<file path="src/hdl/mcre_pkg.sv">
// Package: constants, register map and types of the control retransmit engine
package mcre_pkg;
   // ----------------------------------------
   // Control type codes
   // ----------------------------------------
   localparam logic [5:0] CT_ENROL = 6'h01;
   localparam logic [5:0] CT_LINK = 6'h02;
   localparam logic [5:0] CT_ELEV = 6'h03;
   localparam logic [5:0] CT_SLOT = 6'h05;
   localparam logic [5:0] CT_RSV = 6'h06;
   localparam logic [5:0] CT_KEEP = 6'h07;
   localparam logic [5:0] CT_GROUP = 6'h08;
   localparam logic [5:0] CT_KEY = 6'h0A;
   localparam logic [5:0] CT_SCHED = 6'h0B;
   // ----------------------------------------
   // Register byte offsets
   // ----------------------------------------
   localparam logic [7:0] OFS_CTRL = 8'h00;
   localparam logic [7:0] OFS_STATUS = 8'h04;
   localparam logic [7:0] OFS_IRQ_STAT = 8'h08;
   localparam logic [7:0] OFS_IRQ_MASK = 8'h0C;
   localparam logic [7:0] OFS_RETX_MIN = 8'h10;
   localparam logic [7:0] OFS_FAIL_TIME = 8'h14;
   localparam logic [7:0] OFS_REQ = 8'h18;
   localparam logic [7:0] OFS_RX = 8'h1C;
   localparam logic [7:0] OFS_CAPS = 8'h20;
   // ----------------------------------------
   // Field positions
   // ----------------------------------------
   localparam int CTRL_END_NODE = 0;
   localparam int CTRL_ENROLLED = 1;
   localparam int CTRL_THREE_MSG = 2;
   localparam int CTRL_SEND = 3;
   localparam int CTRL_ABORT = 4;
   localparam int CAP_NEG = 0;
   localparam int CAP_ROAM = 1;
   localparam int CAP_SPC_LO = 2;
   localparam int CAP_ROBUST = 4;
   localparam int CAP_LEGACY = 5;
   localparam int IRQ_DONE = 0;
   localparam int IRQ_FAIL = 1;
   localparam int IRQ_RETX = 2;
   localparam int IRQ_DUP = 3;
   localparam int IRQ_NEW = 4;
   localparam int IRQ_LATE = 5;
   localparam int IRQ_W = 6;
   // ----------------------------------------
   // Reset values and timing
   // ----------------------------------------
   localparam int CLK_MHZ = 200;
   localparam int RETX_MIN_US = 100;
   localparam int FAIL_TIME_US = 1000;
   localparam logic [31:0] RETX_MIN_RST = 32'(RETX_MIN_US * CLK_MHZ);
   localparam logic [31:0] FAIL_TIME_RST = 32'(FAIL_TIME_US * CLK_MHZ);
   localparam logic [31:0] BUS_ERR_RD = 32'h0000_0000;
   localparam logic [1:0] RESP_OKAY = 2'h0;
   localparam logic [1:0] RESP_SLVERR = 2'h2;
   typedef enum logic [1:0] {MCRE_IDLE, MCRE_WAIT, MCRE_DONE, MCRE_FAILED} mcre_state_e;
endpackage

</file>
<file path="src/hdl/mcre_timer.sv">
// Down-counter timer with load, stop and one-cycle expiry pulse
module mcre_timer (
   input wire logic aclk, // Clock
   input wire logic aresetn, // Synchronous reset, active low
   input wire logic load, // Load count and start
   input wire logic stop, // Stop without expiry
   input wire logic [31:0] count, // Cycles to expiry
   output logic running, // Timer active
   output logic expired // Expiry pulse
);
   logic [31:0] cnt_r;
   logic run_r;
   logic exp_r;
   wire zero_w = (cnt_r <= 32'h0000_0001);
   always_ff @(posedge aclk) begin
      if (!aresetn) begin
         cnt_r <= 32'h0000_0000;
         run_r <= 1'b0;
         exp_r <= 1'b0;
      end else begin
         exp_r <= 1'b0;
         if (load) begin
            // A zero load still waits one cycle
            cnt_r <= (count == 32'h0000_0000) ? 32'h0000_0001 : count;
            run_r <= 1'b1;
         end else if (stop) begin
            run_r <= 1'b0;
         end else if (run_r) begin
            if (zero_w) begin
               run_r <= 1'b0;
               exp_r <= 1'b1;
            end else begin
               cnt_r <= cnt_r - 32'h0000_0001;
            end
         end
      end
   end
   assign running = run_r;
   assign expired = exp_r;
endmodule

</file>
<file path="src/hdl/mcre_engine.sv">
// Control packet retransmit engine with AXI4-Lite register slave
//
// Local design decisions: the address map and register access over AXI4-Lite.
module mcre_engine (
   input wire logic aclk, // Clock, 200 MHz
   input wire logic aresetn, // Synchronous reset, active low
   input wire logic [7:0] s_axi_awaddr, // Write address
   input wire logic s_axi_awvalid, // Write address valid
   output logic s_axi_awready, // Write address ready
   input wire logic [31:0] s_axi_wdata, // Write data
   input wire logic [3:0] s_axi_wstrb, // Write strobes
   input wire logic s_axi_wvalid, // Write data valid
   output logic s_axi_wready, // Write data ready
   output logic [1:0] s_axi_bresp, // Write response
   output logic s_axi_bvalid, // Write response valid
   input wire logic s_axi_bready, // Write response ready
   input wire logic [7:0] s_axi_araddr, // Read address
   input wire logic s_axi_arvalid, // Read address valid
   output logic s_axi_arready, // Read address ready
   output logic [31:0] s_axi_rdata, // Read data
   output logic [1:0] s_axi_rresp, // Read response
   output logic s_axi_rvalid, // Read data valid
   input wire logic s_axi_rready, // Read data ready
   input wire logic rx_valid, // Received packet pulse
   input wire logic rx_control_indicator_bit, // Control indicator of received packet
   input wire logic [5:0] rx_control_type_field, // Control type of received packet
   input wire logic [7:0] rx_txn_id, // Transaction identifier
   input wire logic rx_is_response, // Received packet answers our request
   output logic tx_valid, // Transmit request pulse
   output logic [5:0] tx_control_type_field, // Control type to send
   output logic [7:0] tx_txn_id, // Transaction identifier to send
   output logic tx_is_reply, // Packet is a reply
   output logic [5:0] tx_enrol_flags, // Enrolment flag bits to send
   output logic fail_result, // Failure result pulse to upper layer
   output logic disconnected, // End node back in disconnected state
   output logic irq // Interrupt, active high level
);
   // ----------------------------------------
   // Registers
   // ----------------------------------------
   logic [4:0] ctrl_r;
   logic [31:0] retx_min_r;
   logic [31:0] fail_time_r;
   logic [13:0] req_r;
   logic [5:0] caps_r;
   logic [5:0] irq_stat_r;
   logic [5:0] irq_mask_r;
   logic [7:0] last_rx_id_r;
   logic [5:0] last_rx_type_r;
   logic last_rx_vld_r;
   logic [7:0] jitter_r;
   logic disc_r;
   logic tx_valid_r;
   logic [5:0] tx_type_r;
   logic [7:0] tx_id_r;
   logic tx_reply_r;
   logic fail_r;
   logic [31:0] rdata_r;
   logic [1:0] rresp_r;
   logic rvalid_r;
   logic bvalid_r;
   logic [1:0] bresp_r;
   logic aw_hold_r;
   logic w_hold_r;
   logic [7:0] awaddr_r;
   logic [31:0] wdata_r;
   mcre_pkg::mcre_state_e state_r;
   mcre_pkg::mcre_state_e state_nxt;
   // ----------------------------------------
   // AXI4-Lite write path
   // ----------------------------------------
   wire aw_take = s_axi_awvalid && !aw_hold_r && !bvalid_r;
   wire w_take = s_axi_wvalid && !w_hold_r && !bvalid_r;
   wire aw_have = aw_hold_r || aw_take;
   wire w_have = w_hold_r || w_take;
   wire wr_fire = aw_have && w_have && !bvalid_r;
   wire [7:0] wr_addr = aw_hold_r ? awaddr_r : s_axi_awaddr;
   wire [31:0] wr_data = w_hold_r ? wdata_r : s_axi_wdata;
   wire wr_ctrl = wr_fire && wr_addr == mcre_pkg::OFS_CTRL;
   wire wr_istat = wr_fire && wr_addr == mcre_pkg::OFS_IRQ_STAT;
   wire wr_imask = wr_fire && wr_addr == mcre_pkg::OFS_IRQ_MASK;
   wire wr_retx = wr_fire && wr_addr == mcre_pkg::OFS_RETX_MIN;
   wire wr_fail = wr_fire && wr_addr == mcre_pkg::OFS_FAIL_TIME;
   wire wr_req = wr_fire && wr_addr == mcre_pkg::OFS_REQ;
   wire wr_caps = wr_fire && wr_addr == mcre_pkg::OFS_CAPS;
   wire wr_ok = wr_ctrl || wr_istat || wr_imask || wr_retx || wr_fail || wr_req || wr_caps
      || (wr_fire && (wr_addr == mcre_pkg::OFS_STATUS || wr_addr == mcre_pkg::OFS_RX));
   wire send_cmd = wr_ctrl && s_axi_wstrb[0] && wr_data[mcre_pkg::CTRL_SEND];
   wire abort_cmd = wr_ctrl && s_axi_wstrb[0] && wr_data[mcre_pkg::CTRL_ABORT];
   assign s_axi_awready = !aw_hold_r && !bvalid_r;
   assign s_axi_wready = !w_hold_r && !bvalid_r;
   assign s_axi_bvalid = bvalid_r;
   assign s_axi_bresp = bresp_r;
   always_ff @(posedge aclk) begin
      if (!aresetn) begin
         aw_hold_r <= 1'b0;
         w_hold_r <= 1'b0;
         awaddr_r <= 8'h00;
         wdata_r <= 32'h0000_0000;
         bvalid_r <= 1'b0;
         bresp_r <= mcre_pkg::RESP_OKAY;
      end else begin
         if (aw_take && !wr_fire) begin
            aw_hold_r <= 1'b1;
            awaddr_r <= s_axi_awaddr;
         end
         if (w_take && !wr_fire) begin
            w_hold_r <= 1'b1;
            wdata_r <= s_axi_wdata;
         end
         if (wr_fire) begin
            aw_hold_r <= 1'b0;
            w_hold_r <= 1'b0;
            bvalid_r <= 1'b1;
            bresp_r <= wr_ok ? mcre_pkg::RESP_OKAY : mcre_pkg::RESP_SLVERR;
         end else if (bvalid_r && s_axi_bready) begin
            bvalid_r <= 1'b0;
         end
      end
   end
   // ----------------------------------------
   // Timers and transaction control
   // ----------------------------------------
   wire [5:0] req_type = req_r[5:0];
   wire [7:0] req_id = req_r[13:6];
   // Every covered kind, request or response, lives under one of these codes
   wire covered_w = req_type == mcre_pkg::CT_ENROL || req_type == mcre_pkg::CT_LINK
      || req_type == mcre_pkg::CT_ELEV || req_type == mcre_pkg::CT_GROUP
      || req_type == mcre_pkg::CT_KEY;
   wire rx_ctrl = rx_valid && rx_control_indicator_bit;
   wire rx_known = rx_control_type_field == mcre_pkg::CT_ENROL || rx_control_type_field == mcre_pkg::CT_LINK
      || rx_control_type_field == mcre_pkg::CT_ELEV || rx_control_type_field == mcre_pkg::CT_SLOT
      || rx_control_type_field == mcre_pkg::CT_RSV || rx_control_type_field == mcre_pkg::CT_KEEP
      || rx_control_type_field == mcre_pkg::CT_GROUP || rx_control_type_field == mcre_pkg::CT_KEY
      || rx_control_type_field == mcre_pkg::CT_SCHED;
   wire rx_match = rx_ctrl && rx_known && rx_is_response
      && rx_control_type_field == tx_type_r && rx_txn_id == tx_id_r;
   wire rx_req = rx_ctrl && rx_known && !rx_is_response;
   wire rx_dup = rx_req && last_rx_vld_r && rx_txn_id == last_rx_id_r
      && rx_control_type_field == last_rx_type_r;
   wire rx_new = rx_req && !rx_dup;
   wire waiting = state_r == mcre_pkg::MCRE_WAIT;
   wire complete = waiting && rx_match;
   // Any answer of a known control type that completes nothing, delayed copies of a finished one included
   wire rx_late = rx_ctrl && rx_known && rx_is_response && !complete;
   wire retx_exp;
   wire fail_exp;
   wire retx_run;
   wire fail_run;
   wire start_send = send_cmd && covered_w && !waiting;
   // Three-message responder arms its own timers on the new request reply
   wire resp_arm = rx_new && ctrl_r[mcre_pkg::CTRL_THREE_MSG] && !waiting;
   wire arm = start_send || resp_arm;
   wire resend = waiting && retx_exp && !fail_exp && !complete;
   wire failed = waiting && fail_exp && !complete;
   wire stop_all = complete || failed || abort_cmd;
   // Extra random-ish delay never shortens below the minimum
   wire [31:0] retx_load = retx_min_r + {24'h00_0000, jitter_r};
   mcre_timer u_retx (
      .aclk(aclk),
      .aresetn(aresetn),
      .load(arm || resend),
      .stop(stop_all),
      .count(retx_load),
      .running(retx_run),
      .expired(retx_exp)
   );
   mcre_timer u_fail (
      .aclk(aclk),
      .aresetn(aresetn),
      .load(arm),
      .stop(stop_all),
      .count(fail_time_r),
      .running(fail_run),
      .expired(fail_exp)
   );
   always_comb begin
      state_nxt = state_r;
      case (state_r)
         mcre_pkg::MCRE_IDLE, mcre_pkg::MCRE_DONE, mcre_pkg::MCRE_FAILED: begin
            if (arm) begin
               state_nxt = mcre_pkg::MCRE_WAIT;
            end
         end
         mcre_pkg::MCRE_WAIT: begin
            if (complete || abort_cmd) begin
               state_nxt = mcre_pkg::MCRE_DONE;
            end else if (failed) begin
               state_nxt = mcre_pkg::MCRE_FAILED;
            end
         end
         default: state_nxt = mcre_pkg::MCRE_IDLE;
      endcase
   end
   always_ff @(posedge aclk) begin
      if (!aresetn) begin
         state_r <= mcre_pkg::MCRE_IDLE;
         jitter_r <= 8'h01;
         disc_r <= 1'b1;
         fail_r <= 1'b0;
         last_rx_vld_r <= 1'b0;
         last_rx_id_r <= 8'h00;
         last_rx_type_r <= 6'h00;
      end else begin
         state_r <= state_nxt;
         jitter_r <= {jitter_r[6:0], jitter_r[7] ^ jitter_r[5] ^ jitter_r[4] ^ jitter_r[3]};
         fail_r <= failed;
         if (failed && ctrl_r[mcre_pkg::CTRL_END_NODE]) begin
            disc_r <= 1'b1;
         end else if (complete && tx_type_r == mcre_pkg::CT_ENROL) begin
            disc_r <= 1'b0;
         end
         if (rx_new) begin
            last_rx_vld_r <= 1'b1;
            last_rx_id_r <= rx_txn_id;
            last_rx_type_r <= rx_control_type_field;
         end
      end
   end
   // ----------------------------------------
   // Transmit request
   // ----------------------------------------
   always_ff @(posedge aclk) begin
      if (!aresetn) begin
         tx_valid_r <= 1'b0;
         tx_type_r <= 6'h00;
         tx_id_r <= 8'h00;
         tx_reply_r <= 1'b0;
      end else begin
         tx_valid_r <= 1'b0;
         if (start_send) begin
            tx_valid_r <= 1'b1;
            tx_type_r <= req_type;
            tx_id_r <= req_id;
            tx_reply_r <= 1'b0;
         end else if (rx_req) begin
            // Repeat and new request both get a reply
            tx_valid_r <= 1'b1;
            tx_type_r <= rx_control_type_field;
            tx_id_r <= rx_txn_id;
            tx_reply_r <= 1'b1;
         end else if (resend) begin
            tx_valid_r <= 1'b1;
         end
      end
   end
   assign tx_valid = tx_valid_r;
   assign tx_control_type_field = tx_type_r;
   assign tx_txn_id = tx_id_r;
   assign tx_is_reply = tx_reply_r;
   // Roaming only makes sense when already enrolled
   assign tx_enrol_flags = {caps_r[mcre_pkg::CAP_LEGACY],
      caps_r[mcre_pkg::CAP_ROBUST],
      caps_r[mcre_pkg::CAP_SPC_LO +: 2],
      caps_r[mcre_pkg::CAP_ROAM] && ctrl_r[mcre_pkg::CTRL_ENROLLED],
      caps_r[mcre_pkg::CAP_NEG]};
   assign fail_result = fail_r;
   assign disconnected = disc_r;
   // ----------------------------------------
   // Configuration and interrupt registers
   // ----------------------------------------
   wire [5:0] ev_w = {rx_late, rx_new, rx_dup, resend, failed, complete};
   always_ff @(posedge aclk) begin
      if (!aresetn) begin
         ctrl_r <= 5'h00;
         retx_min_r <= mcre_pkg::RETX_MIN_RST;
         fail_time_r <= mcre_pkg::FAIL_TIME_RST;
         req_r <= 14'h0000;
         caps_r <= 6'h00;
         irq_mask_r <= 6'h00;
         irq_stat_r <= 6'h00;
      end else begin
         if (wr_ctrl && s_axi_wstrb[0]) begin
            ctrl_r <= {2'b00, wr_data[2:0]};
         end
         if (wr_retx) begin
            retx_min_r <= wr_data;
         end
         if (wr_fail) begin
            fail_time_r <= wr_data;
         end
         if (wr_req) begin
            req_r <= wr_data[13:0];
         end
         if (wr_caps) begin
            caps_r <= wr_data[5:0];
         end
         if (wr_imask) begin
            irq_mask_r <= wr_data[5:0];
         end
         // Set wins over a write-one clear in the same cycle
         irq_stat_r <= (irq_stat_r & ~(wr_istat ? wr_data[5:0] : 6'h00)) | ev_w;
      end
   end
   assign irq = |(irq_stat_r & irq_mask_r);
   // ----------------------------------------
   // AXI4-Lite read path
   // ----------------------------------------
   wire ar_take = s_axi_arvalid && !rvalid_r;
   wire [31:0] status_w = {24'h00_0000, fail_run, retx_run, disc_r, 3'b000, state_r};
   wire [31:0] rx_w = {16'h0000, last_rx_vld_r, 1'b0, last_rx_type_r, last_rx_id_r};
   always_comb begin
      case (s_axi_araddr)
         mcre_pkg::OFS_CTRL: rdata_r = {27'h000_0000, ctrl_r};
         mcre_pkg::OFS_STATUS: rdata_r = status_w;
         mcre_pkg::OFS_IRQ_STAT: rdata_r = {26'h000_0000, irq_stat_r};
         mcre_pkg::OFS_IRQ_MASK: rdata_r = {26'h000_0000, irq_mask_r};
         mcre_pkg::OFS_RETX_MIN: rdata_r = retx_min_r;
         mcre_pkg::OFS_FAIL_TIME: rdata_r = fail_time_r;
         mcre_pkg::OFS_REQ: rdata_r = {18'h0_0000, req_r};
         mcre_pkg::OFS_RX: rdata_r = rx_w;
         mcre_pkg::OFS_CAPS: rdata_r = {26'h000_0000, caps_r};
         default: rdata_r = mcre_pkg::BUS_ERR_RD;
      endcase
   end
   wire rd_ok = s_axi_araddr <= mcre_pkg::OFS_CAPS && s_axi_araddr[1:0] == 2'b00;
   logic [31:0] rd_q_r;
   always_ff @(posedge aclk) begin
      if (!aresetn) begin
         rvalid_r <= 1'b0;
         rd_q_r <= 32'h0000_0000;
         rresp_r <= mcre_pkg::RESP_OKAY;
      end else if (ar_take) begin
         rvalid_r <= 1'b1;
         rd_q_r <= rdata_r;
         rresp_r <= rd_ok ? mcre_pkg::RESP_OKAY : mcre_pkg::RESP_SLVERR;
      end else if (rvalid_r && s_axi_rready) begin
         rvalid_r <= 1'b0;
      end
   end
   assign s_axi_arready = !rvalid_r;
   assign s_axi_rvalid = rvalid_r;
   assign s_axi_rdata = rd_q_r;
   assign s_axi_rresp = rresp_r;
endmodule

</file>
<file path="config.mk">
export PLATFORM = sky130hd
export DESIGN_NAME = mcre_engine
export DESIGN_NICKNAME = d
export VERILOG_FILES = /design/src/hdl/mcre_pkg.sv /design/src/hdl/mcre_timer.sv /design/src/hdl/mcre_engine.sv
export SDC_FILE = /design/constraint.sdc
export NUM_CORES = 1
export LEC_CHECK = 0
export BUFFER_PORTS_ARGS = -buffer_cell sky130_fd_sc_hd__buf_2
export CAP_MARGIN = 30
export CELL_PAD_IN_SITES_DETAIL_PLACEMENT = 1
export CELL_PAD_IN_SITES_GLOBAL_PLACEMENT = 2
export CORE_ASPECT_RATIO = 0.7
export CORE_UTILIZATION = 36
export CTS_BUF_LIST = sky130_fd_sc_hd__clkbuf_4 sky130_fd_sc_hd__clkbuf_8 sky130_fd_sc_hd__clkbuf_16
export CTS_CLUSTER_SIZE = 30
export DETAILED_ROUTE_END_ITERATION = 7
export PLACE_DENSITY_LB_ADDON = 0.1
export SLEW_MARGIN = 20
export SYNTH_ARGS = -nofsm -noshare
export SYNTH_HDL_FRONTEND = slang
export SYNTH_SLANG_ARGS = --single-unit
</file>
<file path="constraint.sdc">
create_clock -name aclk -period 3.4 [get_ports aclk]
set_clock_uncertainty 0.05 [all_clocks]
set_input_delay 0.68 -clock aclk [delete_from_list [all_inputs] [get_ports aclk]]
set_output_delay 0.68 -clock aclk [all_outputs]
set_load 0.02 [all_outputs]
</file>
==> flow_summary_export.csv, run 1 <==
group,metric,value,unit
run_status,outcome,"completed",
drt,wirelength,51200,um
setup_path,path_cells,"ha_1 -> a21o_1 -> or4_1 -> nand3_1 -> xnor2_1 -> a2111oi_1 -> nand4_1 -> o21ai_0",
synthesis,synth.distinct_cells,66,
timing,hold_ws,297,ps
clock_tree,cts_tree,"done",
synthesis,synth_ff_type,"dfxtp_1",
timing,rsz0062_at_grt,"no",
setup_path,critPathCaptureType,"flop",
setup_path,r2r_cells,8,
synthesis,ys_seq_area_frac,0.410,
timing,finalSetupViolations,0,
timing,final.setup.tns,0,ps
clock_tree,clockRootBuffer,"clkbuf_16",
floorplanning,start_util,0.366,
placement,port_buffers,136,
drt,drt-vias-per-instance,5.58,
synthesis,ys_ff_latch,288,
power_and_ir_drop,p_leak,6.03,nW
synthesis,yosysWarnings,0,
clock_tree,clk_latency,520,ps
setup_path,arrival,3560,ps
global_route,grt_pass1_wl,80100,um
timing,fmax,0.316,GHz
drt,detail-route-antenna-nets,0,
floorplanning,die_x,238,um
placement,dp_hpwl,37200,um
flow_run,drv_cap,0,
layout,drive_gt1_frac,0.154,
clock_tree,cts.clk_slew.worst_paths,60,ps
setup_path,crit_required,3800,ps
layout,num_antenna_cells,0,
timing,slew_headroom,0.338,
synthesis,synth_edf_count,0,
synthesis,avgSynthCellArea,8.15,um2
synthesis,synth_most_common_cell,"dfxtp_1",
global_route,antenna_found_initial,1,
timing,report.final.slew_viol_count,0,
min_path,hp-class,"primary input to flop",
timing,tightestPinTransition,966,ps
power_and_ir_drop,powerDensity,475,nW/um2
clock_tree,holdBufCountCts,0,
setup_path,worst_setup_path_start_kind,"flop",
layout,num-nets-final,1906,
synthesis,yosysTopAreaCellShare,0.410,
layout,fin_util,0.432,
setup_path,cpPeakStageDelay,680,ps
synthesis,synth_commonest_cells,"dfxtp_1 (288), nor2_1 (222), nand2_1 (176), a21oi_1 (168), clkbuf_1 (113)",
global_route,grt.total_usage,0.258,
global_route,grt_max_degree,131,
clock_tree,htreeDepth,2,
clock_tree,cts_setup_buffers,0,
floorplanning,std_cell_rows,60,
synthesis,netlist_area,14100,um2
clock_tree,numCtsBuffers,34,
timing,finalHoldViolCount,0,
global_route,grt_pass1_vias,13200,
floorplanning,die_area,39900,um2
timing,fin_crit,3160,ps
global_route,grt_overflow_total,0,
min_path,holdPathStages,2,
drt,wl_per_cell,21.6,um
placement,gp_congestion,0.878,
synthesis,synthTopCellsByArea,"dfxtp_1 (41%), a21oi_1 (6.0%), nor2_1 (5.9%), nand2_1 (4.7%), a211oi_1 (4.5%)",
synthesis,yosysTopAreaCell,"dfxtp_1",
power_and_ir_drop,peakVddDrop,0.000325,V
floorplanning,core,38400,um2
drt,drt_first_pass_iters,6,
layout,area_growth,18.1,%
setup_path,crit_type,"flop to flop",
synthesis,ys_async_sr_fraction,0,
setup_path,cp_max_fo,10,
clock_tree,cts_buffer_depth,3,
drt,drt-initial-drc-count,992,
drt,drcViolationCount,0,
setup_path,cp_slowest_cell,"or4_1",
timing,timing.final.crit_share,0.930,
synthesis,synthCells,1726,
floorplanning,ios,142,
floorplanning,die_height,167,um
drt,vias,13200,
clock_tree,clock-sinks,288,
-- report_power, final --
part           internal, W  switching [W]  total [W]
registers          0.00342      0.0000477    0.00347
logic             0.000175       0.000364   0.000539
clock network      0.00238        0.00150    0.00388
total              0.00598        0.00191    0.00789
-- worst paths after layout --
kind,startpoint,endpoint,slack [ps]
max,retx_min_r[7],u_retx.cnt_r[0],240
min,s_axi_rready,s_axi_rvalid,300
max reg2reg,retx_min_r[7],u_retx.cnt_r[0],240
min reg2reg,tx_is_reply,tx_is_reply,400
-- per-stage QoR --
step | area (um2) | setup WS (ps) | power, W | cells
2_1_floorplan | 14100 | 421 | 0.00384 | 1727
3_3_place_gp | 15400 | -41.5 | 0.00406 | 2306
3_5_place_dp | 15400 | -105 | 0.00408 | 2307
4_1_cts | 16600 | 85.9 | 0.00797 | 2368
5_1_grt | 16600 | 76.9 | 0.00816 | 2369
6_report | 16600 | 238 | 0.00789 | 2369
-- critical path: cells and delay by family, from the launching register on --
family | cells | cell delay [ps]
AND/OR/NAND/NOR | 3 | 1040
AO/OA/AOI/OAI | 3 | 930
flip-flops | 1 | 490
adder cells (fa/ha/maj) | 1 | 410
XOR/XNOR | 1 | 150
-- sequential cells by signal, summed over array words and instances, names as in the netlist, 2 cells and up --
signal,cells
fail_time_r,32
retx_min_r,32
s_axi_rdata,32
u_fail.cnt_r,32
u_retx.cnt_r,32
wdata_r,32
req_r,14
awaddr_r,8
jitter_r,8
last_rx_id_r,8
tx_txn_id,8
caps_r,6
irq_mask_r,6
irq_stat_r,6
last_rx_type_r,6
tx_control_type_field,6
ctrl_r,3
state_r,2
-- routing by layer --
| layer | part of all wire | global-route usage | routed length (um) |
|---|---|---|---|
| met1 | 0.53 | 0.412 | 27300 |
| met2 | 0.40 | 0.363 | 20700 |
| met4 | 0.011 | 0.0412 | 562 |
| met5 | 0 | 0 | 0 |
| met3 | 0.051 | 0.0363 | 2630 |
-- cells in the final DEF (no fill, tap or decap), drive strengths merged, types with 4 or more instances in the layout --
master   Yosys  routed
a2111oi      4       4
a211oi      84      84
a21o         5       5
a21oi      168     168
a221oi       5       5
a222oi      15      15
a22oi       32      32
a311oi      12      12
a31oi       11      11
and2        15      15
and3        11      11
and4         6       6
and4b        4       4
buf         21     188
clkbuf     113      53
dfxtp      288     288
ha          12      12
inv         18      19
mux2i       43      43
nand2      176     176
nand2b      14      14
nand3       31      31
nand4       30      30
nand4b       4       4
nor2       222     222
nor3        50      50
nor3b        9       9
nor4        36      36
o2111ai      4       4
o21a         5       5
o21ai       91      91
or2          4       4
or3         11      11
or4         13      13
xnor2       68      68
xor2        55      55
-- cells by family (layout without fill, tap and decap cells) --
logic type | Yosys count | count (layout) | share of synthesized area
muxes | 44 | 44 | 0.0314
xor gates and xnor gates | 123 | 123 | 0.0766
and+or+nand+nor | 643 | 643 | 0.218
AOI/OAI and AO/OA | 462 | 462 | 0.207
buffers and inverters | 152 | 267 | 0.0445
adders and majority gates | 13 | 13 | 0.0121
other | 1 | 2 | 0.000267
DFF | 288 | 288 | 0.410
-- final cells by class --
type | count | area, um2
clock buffers | 53 | 1060
inverters | 18 | 72.6
repair buffers | 188 | 1140
fillers | 4611 | 21800
flip-flops and latches | 288 | 5770
clock inverters | 8 | 124
well taps | 527 | 659
multi-input cells | 1287 | 7780
-- timing repair --
item / CTS / global route
endpoints found under the setup margin: 0 / 2
resized for setup: 0 / 5
endpoints found under the hold margin: 0 / 0
No activity file was read; power rests on OpenSTA's default activity.
==> run 2: changes to the inputs <==
- CTS_BUF_LIST: sky130_fd_sc_hd__clkbuf_4 sky130_fd_sc_hd__clkbuf_8 sky130_fd_sc_hd__clkbuf_16 -> default
==> run 2 against run 1 <==
- sequential share of layout area is 0.079 points higher
- register-to-register slack about the same
- count of clock-buffer cells in the layout unchanged
- power decreased by 0.96%
- wire length up 0.22%
- worst hold slack gained 1.7 ps
- first-iteration DRC count rose by 5.5%
- critical path type unchanged
- critical endpoint unchanged
- largest cell class unchanged
==> flow_summary_export.csv, run 2 (same netlist as run 1, synthesis figures left out) <==
group,metric,value,unit
placement,place_area,15400,um2
drt,vias,13200,
global_route,grt_pass1_vias,13200,
power_and_ir_drop,p_leak,6.00,nW
floorplanning,start_util,0.366,
flow_run,drv_cap,0,
drt,routed.top_layer,"met4",
setup_path,path_buf_inv,0,
drt,drt-initial-drc-count,1047,
power_and_ir_drop,power,0.00782,W
clock_tree,numCtsBuffers,34,
layout,num-nets-final,1906,
floorplanning,die_height,167,um
timing,rsz0062_at_grt,"no",
setup_path,crit_required,3800,ps
layout,final_area,16600,um2
setup_path,crit_start,"retx_min_r[7]",
clock_tree,clockRootBuffer,"clkbuf_16",
timing,finalHoldViolCount,0,
clock_tree,cts_tree,"done",
floorplanning,core,38400,um2
setup_path,arrival,3550,ps
clock_tree,clock-sinks,288,
placement,port_buffers,136,
power_and_ir_drop,p_int,0.00590,W
setup_path,cpPeakStageDelay,690,ps
global_route,antenna_found_initial,1,
floorplanning,std_cell_rows,60,
layout,drive_gt1_frac,0.149,
layout,n_fill_cell,4610,
drt,routed-wl-met3,2950,um
placement,dp_hpwl,37200,um
timing,fmax,0.317,GHz
global_route,grt_pass1_wl,80200,um
timing,final.setup.tns,0,ps
clock_tree,cts.clk_slew.worst_paths,70,ps
drt,drt-vias-per-instance,5.59,
drt,wl_met2,20800,um
clock_tree,clk_latency,520,ps
drt,drt_first_pass_iters,7,
run_status,outcome,"completed",
power_and_ir_drop,swShare,0.245,
floorplanning,die_area,39900,um2
setup_path,cp_slowest_cell,"or4_1",
setup_path,critPathCaptureType,"flop",
drt,detail-route-antenna-nets,0,
layout,area_growth,17.8,%
power_and_ir_drop,powerDensity,472,nW/um2
setup_path,crit_type,"flop to flop",
setup_path,path_cells,"ha_1 -> a21o_1 -> or4_1 -> nand3_1 -> xnor2_1 -> a2111oi_1 -> nand4_1 -> o21ai_0",
power_and_ir_drop,peakVddDrop,0.000325,V
floorplanning,ios,142,
floorplanning,die_x,238,um
timing,fin_crit,3150,ps
timing,timing.final.crit_share,0.926,
placement,gp_congestion,0.878,
layout,final_cell_mix,"dfxtp_1 (287), nor2_1 (221), nand2_1 (176)",
power_and_ir_drop,pwr-share-seq,0.444,
drt,wl_met1,27000,um
timing,report.final.slew_viol_count,0,
clock_tree,htreeDepth,2,
global_route,grt_overflow_total,0,
timing,tightestPinTransition,1020,ps
global_route,grt_max_degree,131,
power_and_ir_drop,clockPowerShare,0.487,
timing,slew_headroom,0.300,
clock_tree,cts_buffer_depth,3,
power_and_ir_drop,p_comb_frac,0.069,
power_and_ir_drop,netSwitchingPower,0.00192,W
setup_path,crit_family,"simple AND/OR/NAND/NOR gates",
setup_path,reg2reg_from,"retx_min_r[7]",
layout,layout_commonest_cell,"dfxtp_1",
drt,wirelength,51400,um
setup_path,cp_max_fo,10,
layout,num_antenna_cells,0,
min_path,min_from,"s_axi_rready",
timing,finalSetupViolations,0,
drt,wl_per_cell,21.7,um
drt,drcViolationCount,0,
min_path,hp-class,"primary input to flop",
setup_path,worst_setup_path_start_kind,"flop",
global_route,grt.total_usage,0.258,
[run 2: cell count changes in the layout (fill, tap and decap cells not counted)]
| cell | previous run | this run |
|---|---|---|
| clkbuf_1 | 0 | 10 |
| clkbuf_4 | 10 | 0 |
[run 2: final cells by class]
type	instances	area (um2)	share of cell area
Multi-Input combinational cell	1287	7780	0.470
Sequential cell	288	5770	0.348
Timing Repair Buffer	188	1140	0.0689
Clock buffer	53	1020	0.0618
Tap cell	527	659	0.0398
Clock inverter	8	124	0.00748
Inverter	18	72.6	0.00438
[run 2: final timing paths]
check | to | slack, ps | cells after the start
max | u_retx.cnt_r[0] | 250 | 8
min | s_axi_rvalid | 300 | 2
max reg2reg | u_retx.cnt_r[0] | 250 | 8
min reg2reg | tx_is_reply | 400 | 2
[run 2: metrics by stage]
stage	hold WS, ps	setup WS (ps)	instances	utilization
CTS	283	85.9	2368	0.430
global route	302	76.9	2369	0.431
finish	299	250	2369	0.431
detailed placement	394	-105	2307	0.400
global placement	385	-41.5	2306	0.400
floorplan	386	421	1727	-
[run 2: layer usage]
layer,vias up,GRT usage
li1,6384,-
met1,6516,0.411
met2,292,0.365
met3,41,0.0363
met4,0,0.0415
met5,-,0
[run 2: power groups by stage]
stage / logic (W) / registers (W) / clock network [W]
after floorplan: 0.000307 / 0.00353 / 0
after global placement: 0.000521 / 0.00354 / 0
after detailed placement: 0.000532 / 0.00354 / 0
after CTS: 0.000535 / 0.00347 / 0.00388
after global routing: 0.000586 / 0.00348 / 0.00402
final: 0.000539 / 0.00347 / 0.00381
[run 2: repair_timing]
item                       4_1_cts  5_1_grt
setup endpoints to repair        0        2
hold buffers                     0        0
resized for setup                0        5
setup buffers                    0        0
==> run 3: changes to the inputs <==
- BUFFER_PORTS_ARGS: -buffer_cell sky130_fd_sc_hd__buf_2 -> -buffer_cell sky130_fd_sc_hd__clkbuf_2
- clock period: 3.4 -> 3.5 ns (I/O delays scaled with it)
==> run 3 against run 2 <==
- flip-flop and latch count unchanged
- power down 2.6%
- register-to-register slack improved by 70 ps
- first-iteration DRC count shrank 3.7%
- die area unchanged
- sequential power shrank 3%
==> flow_summary_export.csv, run 3 (same netlist as run 1, synthesis figures left out) <==
group,metric,value,unit
floorplanning,start_util,0.366,
placement,dp.cells,2312,
timing,timing.final.ws_setup,320,ps
clock_tree,cts_buffer_depth,3,
floorplanning,core,38400,um2
drt,drt_first_pass_iters,6,
drt,drt-vias-per-instance,5.59,
floorplanning,die_x,238,um
floorplanning,ios,142,
layout,final_cell_mix,"dfxtp_1 (287), nor2_1 (221), nand2_1 (176)",
drt,drt-initial-drc-count,1008,
clock_tree,numCtsBuffers,31,
placement,pre_cts_ws,74.3,ps
global_route,grt.total_usage,0.254,
layout,drive_gt1_frac,0.152,
setup_path,worst-path-stages,9,
drt,vias,13300,
setup_path,critPathCaptureType,"flop",
layout,fin_util,0.430,
timing,hold_ws,249,ps
setup_path,path_buf_inv,0,
setup_path,crit_required,3970,ps
drt,wl_per_cell,21.6,um
setup_path,crit_type,"flop to flop",
timing,finalSetupViolations,0,
layout,area_growth,17.6,%
floorplanning,die_height,167,um
clock_tree,holdBufCountCts,0,
drt,drcViolationCount,0,
placement,gp_congestion,0.872,
layout,layout_commonest_cell,"dfxtp_1",
global_route,grt_pass1_vias,12900,
timing,final.setup.tns,0,ps
global_route,grt_max_degree,83,
timing,report.final.slew_viol_count,0,
global_route,grt_pass1_wl,78500,um
setup_path,arrival,3650,ps
setup_path,r2r_cells,9,
power_and_ir_drop,p_leak,5.97,nW
setup_path,cp_slowest_cell,"a221oi_1",
drt,detail-route-antenna-nets,0,
clock_tree,cts.clk_slew.worst_paths,70,ps
clock_tree,clk_latency,590,ps
placement,port_buffers,136,
power_and_ir_drop,peakVddDrop,0.000390,V
clock_tree,cts_setup_buffers,0,
floorplanning,die_area,39900,um2
flow_run,drv_cap,0,
global_route,grt_overflow_total,0,
setup_path,crit_family,"compound AO/OA/AOI/OAI gates",
layout,num-nets-final,1907,
timing,slew_headroom,0.260,
layout,num_antenna_cells,0,
timing,fmax,0.314,GHz
run_status,outcome,"completed",
clock_tree,htreeDepth,1,
setup_path,worst_setup_path_start_kind,"flop",
power_and_ir_drop,powerDensity,460,nW/um2
clock_tree,clockRootBuffer,"clkbuf_16",
clock_tree,clock-sinks,288,
timing,timing.final.crit_share,0.909,
clock_tree,cts_tree,"done",
timing,finalHoldViolCount,0,
drt,wirelength,51100,um
timing,fin_crit,3180,ps
timing,tightestPinTransition,1080,ps
setup_path,cpPeakStageDelay,520,ps
setup_path,path_cells,"ha_1 -> and2_1 -> a221oi_1 -> a21o_1 -> a21oi_1 -> a311o_1 -> a2111oi_0 -> nand4_1 -> o21ai_0",
floorplanning,std_cell_rows,60,
layout,stdcell_count,2370,
min_path,hp-class,"primary input to flop",
timing,rsz0062_at_grt,"no",
clock_tree,cts-resized-gates,0,
placement,dp_hpwl,37100,um
min_path,holdPathStages,2,
setup_path,cp_max_fo,7,
global_route,antenna_found_initial,0,
run 3: changes by cell type in the layout (fill, tap and decap cells not counted), sizes merged:
cell / previous run / this run
buf: 188 / 56
clkbuf: 53 / 179
clkinv: 2 / 6
bufinv: 3 / 6
clkinvlp: 2 / 1
inv: 19 / 20
run 3: per-stage QoR:
step                power [W]  cell area [um2]
global placement      0.00395            15400
CTS                   0.00769            16500
detailed placement    0.00396            15400
global route          0.00787            16500
floorplan             0.00373            14100
finish                0.00761            16500
run 3: worst register-to-register path, cell delays in order, from the launching register on:
cell       delay, ps
dfxtp_1          340
ha_1             400
and2_1           200
a221oi_1         520
a21o_1           360
a21oi_1          130
a311o_1          340
a2111oi_0        460
nand4_1          140
o21ai_0          170
run 3: power breakdown:
part           switching, W  internal (W)  leakage, nW
Sequential        0.0000409       0.00332         2.33
Clock               0.00145       0.00227        0.574
Combinational      0.000360      0.000164         3.07
Total               0.00185       0.00576         5.97
run 3: final timing paths:
check | start | end | slack (ps)
worst max-delay path | retx_min_r[4] | u_retx.cnt_r[0] | 320
worst min-delay path | s_axi_rready | s_axi_rvalid | 250
worst max register to register | retx_min_r[4] | u_retx.cnt_r[0] | 320
worst min register to register | wdata_r[31] | wdata_r[31] | 400
run 3: cell type report:
class	count	area [um2]
fillers	4614	21900
clock buffers	43	921
multi-input cells	1287	7750
repair buffers	192	1140
inverters	18	72.6
well taps	527	659
flip-flops and latches	288	5770
clock inverters	15	235
run 3: routing by layer:
layer,up-vias,share of wire,track usage
li1,6385,-,-
met4,0,0.012,0.0387
met1,6472,0.52,0.403
met5,-,0,0
met2,351,0.40,0.356
met3,44,0.074,0.0415
